==> src/hw/baud_gen_regs.svh <==
// register offsets, field positions, reset values and divisor constants
`ifndef BAUD_GEN_REGS_SVH
`define BAUD_GEN_REGS_SVH
`define RATE_DIV_OFFSET    8'h00
`define FINE_PRE_OFFSET    8'h04
`define GEN_STATUS_OFFSET  8'h08
`define RATE_DIV_RESET     8'h00
`define FINE_PRE_RESET     8'h00
`define TX_LEN_BIT         7
`define RX_FILT_BIT        6
`define BPS_HI_BIT         5
`define BPS_LO_BIT         4
`define POW_SEL_HI         2
`define COARSE_SEL_HI      7
`define COARSE_SEL_LO      5
`define INSERT_HI          4
`define BPD_DIV_0          4'h1
`define BPD_DIV_1          4'h3
`define BPD_DIV_2          4'h4
`define BPD_DIV_3          4'hD
`define FRAME_LEN          32
`define RT_PER_BIT         64
`define RT_SUB_MASK        6'h03
`define BRK_NORMAL         4'hA
`define BRK_RX_LONG        4'hB
`define BRK_TX_LONG        4'hD
`define RESP_OKAY          2'h0
`define RESP_SLVERR        2'h2
`endif

==> src/hw/baud_gen_pkg.sv <==
// types shared by the baud generator: bus carriers and the state record
package baud_gen_pkg;
  // master to slave half of the register bus
  typedef struct packed {
    logic        awvalid;
    logic [7:0]  awaddr;
    logic        wvalid;
    logic [31:0] wdata;
    logic [3:0]  wstrb;
    logic        bready;
    logic        arvalid;
    logic [7:0]  araddr;
    logic        rready;
  } axi_req_type;
  // slave to master half of the register bus
  typedef struct packed {
    logic        awready;
    logic        wready;
    logic        bvalid;
    logic [1:0]  bresp;
    logic        arready;
    logic        rvalid;
    logic [31:0] rdata;
    logic [1:0]  rresp;
  } axi_rsp_type;
  // every flip-flop of the generator except the two reset stages
  typedef struct packed {
    logic [7:0]  rate_reg;
    logic [7:0]  fine_reg;
    logic        aw_held;
    logic [7:0]  aw_addr;
    logic        w_held;
    logic [7:0]  w_data;
    logic        w_lane0;
    logic        bvalid;
    logic [1:0]  bresp;
    logic        rvalid;
    logic [7:0]  rdata;
    logic [1:0]  rresp;
    logic [3:0]  pre_cnt;
    logic [4:0]  frame_cnt;
    logic [4:0]  acc;
    logic        stretch;
    logic        pre_tick;
    logic [3:0]  bpd_cnt;
    logic        bpd_tick;
    logic [6:0]  pow_cnt;
    logic        pow_tick;
    logic [5:0]  rt_cnt;
    logic        rt_tick;
    logic        bit_tick;
    logic [3:0]  rx_len;
    logic [3:0]  tx_len;
  } state_type;
endpackage

==> src/hw/baud_gen.sv <==
// baud-rate generator with break-length control, registers on AXI4-Lite
`include "baud_gen_regs.svh"
// Overview of operation
// RL1: filter on: detect break after 11/12 bits
// RL2: lengthen on: send break of 13/14 bits
// RL3: both set: both lengthened lengths together
// RL4: filter bit RW, reset clear; else normal
// RL5: filter rejects 10.35-bit zero characters
// RL6: baud prescale codes give 1,3,4,13
// RL7: power divisor is two to field value
// RL8: coarse code 0 bypass, else 2..8
// RL9: coarse bypass also skips fine adjust
// RL10: software avoids bypass switch while enabled
// RL11: insert N clocks per 32-output frame
// RL12: rate is source over 64*BAUD_PRESCALE_DIVISOR*BD*(PD+FINE_ADJUST_FRACTION)
// RL13: source is bus or oscillator clock
// RL14: one rate shared by receiver, transmitter
// RL15: lengthen bit RW, reset clear, selects
// RL16: inserted clocks spread evenly over frame
module baud_gen
  import baud_gen_pkg::*;
(
  input  wire logic        clk,
  input  wire logic        resetn,
  input  wire axi_req_type axi_req,
  output axi_rsp_type      axi_rsp,
  input  wire logic        osc_tick,
  input  wire logic        baud_clock_source_select,
  input  wire logic        char_length_ninth,
  output logic             rt_tick,
  output logic             bit_tick,
  output logic [3:0]       rx_break_bits,
  output logic [3:0]       tx_break_bits
);

  logic      rst_meta_n;  // first reset stage, read only by second
  logic      rst_n;       // released reset used everywhere
  state_type r_reg;       // registered state
  state_type r_next;      // next state

  // combinational helpers
  logic       src_tick;    // one source clock edge
  logic       bypass;      // coarse and fine stages skipped
  logic [2:0] coarse_sel;  // coarse prescale select field
  logic [4:0] insert_cnt;  // clock insert count field
  logic [1:0] bps_sel;     // baud prescale select
  logic [2:0] pow_sel;     // power of two select
  logic [3:0] bpd_div;     // baud prescale divisor
  logic [6:0] pow_mask;    // power divisor minus one
  logic [3:0] pre_limit;   // coarse terminal count
  logic [5:0] acc_sum;     // fine adjust accumulator with carry
  logic       cfg_write;   // divider register written this cycle
  logic       do_write;    // both write halves present
  logic [7:0] rd_val;      // read mux result
  logic       rd_ok;       // read address mapped

  // reset released through two flops; assert is asynchronous
  always_ff @(posedge clk or negedge resetn)
  begin
    if (!resetn)
    begin
      rst_meta_n <= 1'b0;
      rst_n      <= 1'b0;
    end
    else
    begin
      rst_meta_n <= 1'b1;
      rst_n      <= rst_meta_n;
    end
  end

  // field extraction
  assign coarse_sel = r_reg.fine_reg[`COARSE_SEL_HI:`COARSE_SEL_LO];
  assign insert_cnt = r_reg.fine_reg[`INSERT_HI:0];
  assign bps_sel    = r_reg.rate_reg[`BPS_HI_BIT:`BPS_LO_BIT];
  assign pow_sel    = r_reg.rate_reg[`POW_SEL_HI:0];
  assign bypass     = (coarse_sel == 3'h0);  // RL9

  // source is every bus clock or the oscillator tick
  assign src_tick = baud_clock_source_select ? osc_tick : 1'b1;  // RL13

  // write lands when address and data are both held
  assign do_write  = r_reg.aw_held && r_reg.w_held && !r_reg.bvalid;
  assign cfg_write = do_write && r_reg.w_lane0 &&
                     (r_reg.aw_addr[7:2] == 6'(`RATE_DIV_OFFSET >> 2) ||
                      r_reg.aw_addr[7:2] == 6'(`FINE_PRE_OFFSET >> 2));

  // divisor lookups
  always_comb
  begin
    case (bps_sel)  // RL6
      2'h0:    bpd_div = `BPD_DIV_0;
      2'h1:    bpd_div = `BPD_DIV_1;
      2'h2:    bpd_div = `BPD_DIV_2;
      default: bpd_div = `BPD_DIV_3;
    endcase
    pow_mask  = 7'((8'h01 << pow_sel) - 8'h01);  // RL7
    // coarse divisor is code+1; a stretched period adds one
    pre_limit = {1'b0, coarse_sel} + {3'h0, r_reg.stretch};  // RL8 RL11
    acc_sum   = {1'b0, r_reg.acc} + {1'b0, insert_cnt};
  end

  // read mux; status shows live divider state
  always_comb
  begin
    rd_ok = 1'b1;
    case (axi_req.araddr[7:2])
      6'(`RATE_DIV_OFFSET >> 2):  rd_val = r_reg.rate_reg;
      6'(`FINE_PRE_OFFSET >> 2):  rd_val = r_reg.fine_reg;
      6'(`GEN_STATUS_OFFSET >> 2):
        rd_val = {baud_clock_source_select, bypass, r_reg.stretch,
                  r_reg.frame_cnt};
      default:
      begin
        rd_val = 8'h00;
        rd_ok  = 1'b0;
      end
    endcase
  end

  // next-state logic: bus slave, divider chain, break lengths
  always_comb
  begin
    r_next          = r_reg;
    r_next.pre_tick = 1'b0;
    r_next.bpd_tick = 1'b0;
    r_next.pow_tick = 1'b0;
    r_next.rt_tick  = 1'b0;
    r_next.bit_tick = 1'b0;

    // address and data accepted in either order
    if (axi_req.awvalid && axi_rsp.awready)
    begin
      r_next.aw_held = 1'b1;
      r_next.aw_addr = axi_req.awaddr;
    end
    if (axi_req.wvalid && axi_rsp.wready)
    begin
      r_next.w_held  = 1'b1;
      r_next.w_data  = axi_req.wdata[7:0];
      r_next.w_lane0 = axi_req.wstrb[0];
    end
    if (do_write)
    begin
      r_next.aw_held = 1'b0;
      r_next.w_held  = 1'b0;
      r_next.bvalid  = 1'b1;
      r_next.bresp   = `RESP_OKAY;
      case (r_reg.aw_addr[7:2])
        6'(`RATE_DIV_OFFSET >> 2):
          if (r_reg.w_lane0)
            r_next.rate_reg = r_reg.w_data;  // RL15 RL4
        6'(`FINE_PRE_OFFSET >> 2):
          if (r_reg.w_lane0)
            r_next.fine_reg = r_reg.w_data;
        6'(`GEN_STATUS_OFFSET >> 2): ;  // read-only, write dropped
        default: r_next.bresp = `RESP_SLVERR;
      endcase
    end
    if (r_reg.bvalid && axi_req.bready)
      r_next.bvalid = 1'b0;

    // reads answer one cycle after the address
    if (axi_req.arvalid && axi_rsp.arready)
    begin
      r_next.rvalid = 1'b1;
      r_next.rdata  = rd_val;
      r_next.rresp  = rd_ok ? `RESP_OKAY : `RESP_SLVERR;
    end
    else if (r_reg.rvalid && axi_req.rready)
      r_next.rvalid = 1'b0;

    // coarse prescaler with fractional insertion
    if (src_tick)
    begin
      if (bypass)
        r_next.pre_tick = 1'b1;  // RL9
      else if (r_reg.pre_cnt >= pre_limit)
      begin
        r_next.pre_cnt   = 4'h0;
        r_next.pre_tick  = 1'b1;
        r_next.frame_cnt = r_reg.frame_cnt + 5'h01;  // RL11
        // accumulator carry spaces inserted clocks evenly
        r_next.acc       = acc_sum[4:0];  // RL16
        r_next.stretch   = acc_sum[5];  // RL11
      end
      else
        r_next.pre_cnt = r_reg.pre_cnt + 4'h1;
    end

    // baud prescaler
    if (r_reg.pre_tick)
    begin
      if (r_reg.bpd_cnt >= bpd_div - 4'h1)
      begin
        r_next.bpd_cnt  = 4'h0;
        r_next.bpd_tick = 1'b1;  // RL6
      end
      else
        r_next.bpd_cnt = r_reg.bpd_cnt + 4'h1;
    end

    // power of two divider
    if (r_reg.bpd_tick)
    begin
      if (r_reg.pow_cnt >= pow_mask)
      begin
        r_next.pow_cnt  = 7'h00;
        r_next.pow_tick = 1'b1;  // RL7
      end
      else
        r_next.pow_cnt = r_reg.pow_cnt + 7'h01;
    end

    // fixed divide by 64: sample ticks every 4, bit tick every 64
    if (r_reg.pow_tick)
    begin
      r_next.rt_cnt   = r_reg.rt_cnt + 6'h01;  // RL12
      r_next.rt_tick  = (r_reg.rt_cnt & `RT_SUB_MASK) == `RT_SUB_MASK;
      r_next.bit_tick = r_reg.rt_cnt == 6'(`RT_PER_BIT - 1);  // RL14
    end

    // new settings restart the chain so no count overshoots
    if (cfg_write)
    begin
      r_next.pre_cnt   = 4'h0;
      r_next.frame_cnt = 5'h00;
      r_next.acc       = 5'h00;
      r_next.stretch   = 1'b0;
      r_next.bpd_cnt   = 4'h0;
      r_next.pow_cnt   = 7'h00;
      r_next.rt_cnt    = 6'h00;
    end

    // break lengths; 11 bits exceeds a 10.35-bit zero character
    if (r_reg.rate_reg[`RX_FILT_BIT])
      r_next.rx_len = `BRK_RX_LONG + {3'h0, char_length_ninth};  // RL1 RL3 RL5
    else
      r_next.rx_len = `BRK_NORMAL + {3'h0, char_length_ninth};  // RL4
    if (r_reg.rate_reg[`TX_LEN_BIT])
      r_next.tx_len = `BRK_TX_LONG + {3'h0, char_length_ninth};  // RL2 RL3
    else
      r_next.tx_len = `BRK_NORMAL + {3'h0, char_length_ninth};  // RL4
  end

  // state register; bypass switching glitch is the caller's care (RL10)
  always_ff @(posedge clk or negedge rst_n)
  begin
    if (!rst_n)
    begin
      r_reg          <= '0;
      r_reg.rate_reg <= `RATE_DIV_RESET;
      r_reg.fine_reg <= `FINE_PRE_RESET;
      r_reg.rx_len   <= `BRK_NORMAL;
      r_reg.tx_len   <= `BRK_NORMAL;
    end
    else
      r_reg <= r_next;
  end

  // bus outputs; ready while the holding slot is free and no response is pending
  always_comb
  begin
    axi_rsp.awready = !r_reg.aw_held && !r_reg.bvalid;
    axi_rsp.wready  = !r_reg.w_held && !r_reg.bvalid;
    axi_rsp.bvalid  = r_reg.bvalid;
    axi_rsp.bresp   = r_reg.bresp;
    axi_rsp.arready = !r_reg.rvalid;
    axi_rsp.rvalid  = r_reg.rvalid;
    axi_rsp.rdata   = {24'h000000, r_reg.rdata};
    axi_rsp.rresp   = r_reg.rresp;
  end

  // shared rate outputs to receiver and transmitter
  assign rt_tick       = r_reg.rt_tick;
  assign bit_tick      = r_reg.bit_tick;
  assign rx_break_bits = r_reg.rx_len;
  assign tx_break_bits = r_reg.tx_len;
endmodule

==> config.mk <==
export PLATFORM = sky130hd
export DESIGN_NAME = baud_gen
export DESIGN_NICKNAME = d
export VERILOG_FILES = /design/src/hw/baud_gen_pkg.sv /design/src/hw/baud_gen.sv
export VERILOG_INCLUDE_DIRS = /design/src /design/src/hw
export SDC_FILE = /design/constraint.sdc
export NUM_CORES = 1
export LEC_CHECK = 0
export BUFFER_PORTS_ARGS = -buffer_cell sky130_fd_sc_hd__buf_2
export CORE_MARGIN = 5
export CORE_UTILIZATION = 30
export DETAILED_ROUTE_END_ITERATION = 10
export GPL_TIMING_DRIVEN = 0
export MAX_ROUTING_LAYER = met4
export PLACE_DENSITY = 0.56
export SETUP_SLACK_MARGIN = 0.05
export SYNTH_ARGS = -nofsm -noshare
export SYNTH_HDL_FRONTEND = slang
export SYNTH_SLANG_ARGS = --single-unit
==> constraint.sdc <==
create_clock -name clk -period 6 [get_ports clk]
set_clock_uncertainty 0.15 [all_clocks]
set_input_delay 0.6 -clock clk [delete_from_list [all_inputs] [get_ports clk]]
set_output_delay 0.6 -clock clk [all_outputs]
set_load 0.05 [all_outputs]
==> impl_results.md <==
* Mapped cell area at 4712 um2
* Critical path class: reg -> reg
* Vias/cell at 4.342
* Setup repair bufs after CTS at 0
* Crit path buf inv count at 1
* Top cell type by total area after synthesis: dfrtp_1
* Crit-path max FO at 10
* Critical path launch point type: register
* Clock latency on the worst-skew pair at 350 ps
* Met3 wire len at 544 um
* Top cell type's share of synthesized area at 0.4673
* Cell mode on critical path: ha_1
* 1st-pass router iterations at 4
* Fmax at 326.7 MHz
* Critical path depth at 10
* Pleak at 2.845 nW
* Layout overhead on the synthesized area at 21.40%
* Die width at 135.3 um
* Max FFs per register at 55
* Ys Warns at 0
* Post-CTS sizing at 0
* RSZ-0062 raised after global routing: no
* Count leader, synth: dfrtp_1
* Reg clk slew, reported paths at 60 ps
* Worst ir drop on vdd at 0.1656 mV
* Top cells by count, synth: 88 x dfrtp_1, 47 x buf_4, 34 x mux2_2, 32 x ha_1, 32 x nor2_1
* Post-synthesis sequential area ratio at 0.4785
* DRC errors left at 0
* Highest routing layer actually used: met4
* MaxCap Viol Count at 0
* Slew headroom at 0.2959
* Number of enable flip-flop cells after synthesis at 0
* Starting DRC count in detailed routing at 160
* Vias at 3,196
* WL met2 at 4230 um
* Netlist cell types at 41
* Critical Path End: r_reg[32]
* Initial Util at 0.3077
* Min-Delay Path Class: reg -> async
* Crit path from: coarse_sel[0]
* Final Hold Fails at 0
* Worst r2r src: coarse_sel[0]
* TritonCTS clock tree: done
* Clock buffer depth at 2
* Flop2flop setup slack at 2940 ps
* Hold buffers post-CTS at 1
* Yosys reg bits at 90
* Post-layout min period at 3061 ps
* Worst path arrival time at 3140 ps
* Synth area leaders: dfrtp_1 47%, ha_1 8.5%, mux2_2 8.1%
* Fraction of layout cells with a size suffix above 1 at 0.3029
* Routed WL at 9023 um
* Reg-to-Reg End: r_reg[32]
* ANT cells at 0
* Clk sink count at 90
* Total GRT Usage at 0.1098
* Final period utilization at 0.5102
* DR WL/cell at 12.26 um
* Placer Congestion at 0.7573
* Total global routing overflow at 0
* DP HPWL at 6915 um
* Vert. Die Dim at 135.3 um
* Main synth FF type: dfrtp_1
* Die footprint at 18,310 um2
* Crit. End Element: register
* Syn avg cell area at 10.98 um2
* Filler cells at 1,518
* Met1 WL at 4082 um
* Setup_tns at 0 ps
* First-pass GRT wire length at 15,790 um
* Status: completed
* Final #Nets at 615
* Quantity of I/O buffers inserted on ports at 51
* Worst-path cell chain: ha_1, ha_1, xnor2_1, ha_1, o21a_1, nor2_1, nor3_1, buf_2, mux2i_1, nor2_1
* Syn Inst Count at 429
* Required @ worst endpoint at 6080 ps
* Cts bufs inserted at 9
* H-tree levels at 3
* PD cells at 454.2 nW/um2
* Min Hold Slack at 145.4 ps
* Share of flip-flops with an asynchronous set or reset at 1.000
* Cell family with most CP delay: simple AND/OR/NAND/NOR gates
* Max Slew Vio Count at 0
* # setup viols final at 0
* Antenna violation net count after detailed routing at 0
* Slowest cell on crit path: nor3_1
* Rows at 45
* Vias in the first global route at 3,324
* Largest net degree at the start of global routing at 55
* Number of antenna violations at the first check in global routing at 0
* I/O pins at 113
* Worst R2R Path Depth at 10
* Core Region at 15,310 um2
* Clock root cell: clkbuf_16
* CP max stage delay at 750 ps
* Worst-Margin Slew at 1050 ps
## layout by cell type (no fill, tap or decap), types with 2 or more instances in the layout
cell / Yosys / layout
clkbuf_1: 10 / 10
xnor2_1: 8 / 8
mux2_2: 34 / 34
inv_1: 19 / 19
a2111oi_0: 2 / 2
nand2_1: 15 / 15
and2_1: 3 / 3
xor2_1: 6 / 6
a21oi_1: 15 / 15
nand4_1: 7 / 7
conb_1: 2 / 29
o21ai_0: 13 / 13
bufinv_16: 0 / 3
dfstp_2: 2 / 2
or3_1: 3 / 3
nand3_1: 14 / 14
a211oi_1: 5 / 5
a21o_1: 2 / 2
inv_6: 0 / 3
nand2b_1: 7 / 7
nor2b_1: 7 / 7
nor3_1: 6 / 6
mux2i_1: 14 / 14
and3_1: 5 / 5
a22o_1: 8 / 8
clkbuf_16: 0 / 9
o22ai_1: 4 / 4
nor2_1: 32 / 32
buf_4: 47 / 47
dfrtp_1: 88 / 87
ha_1: 32 / 32
nor4_1: 5 / 5
buf_2: 3 / 54
## where the power goes
group          total (W)  switching, W  internal [W]
logic           0.000970      0.000549      0.000421
clock network   0.000652      0.000242      0.000410
registers       0.000976      0.000169      0.000808
total            0.00260      0.000959       0.00164
## kinds of logic (layout without fill, tap and decap cells)
group                      after synthesis  after routing  synth area share
xor gates and xnor gates                14             14           0.02602
buffers and inverters                   79            148            0.1012
muxes                                   48             48            0.1110
and+or+nand+nor                        109            109            0.1195
other                                    2             29          0.001594
adders and majority gates               33             33           0.08922
AOI/OAI and AO/OA                       54             54           0.07302
DFF                                     90             90            0.4785
## layer usage
metal / vias to the layer above / track usage
li1: 1598 / -
met1: 1520 / 0.1352
met2: 65 / 0.1712
met3: 13 / 0.03158
met4: 0 / 0.04199
met5: - / -
## worst min-delay path by stage
| stage | cells after the start | end | slack (ps) |
|---|---|---|---|
| 5_1_grt | 0 | r_reg[72] | 210 |
| 2_1_floorplan | 0 | rst_meta_n | 150 |
| 3_3_place_gp | 0 | rst_n | 180 |
| 3_5_place_dp | 0 | r_reg[72] | 160 |
| 4_1_cts | 0 | r_reg[72] | 170 |
| 6_report | 0 | r_reg[75] | 150 |
## metrics by stage
stage	std cells	instance area, um2	utilization	setup slack [ps]	total power (W)
final	736	5720	0.3735	2939	0.002598
after global routing	736	5720	0.3735	2832	0.002809
after floorplan	456	4813	-	3161	0.001743
after CTS	736	5720	0.3735	2956	0.002635
after global placement	718	5333	0.3482	2146	0.001930
after detailed placement	719	5364	0.3502	2970	0.001964
## layout make-up
type                    instances  area (um2)  area share
clock inverters                 7       121.4     0.02122
clock buffers                   9       225.2     0.03937
plain buffers                  60       405.4     0.07087
inverters                      19       71.32     0.01247
multi-input cells             287        2082      0.3640
repair buffers                 53       292.8     0.05118
flip-flops and latches         90        2258      0.3948
well taps                     211       264.0     0.04615
Power figures use the tool's default switching activity.
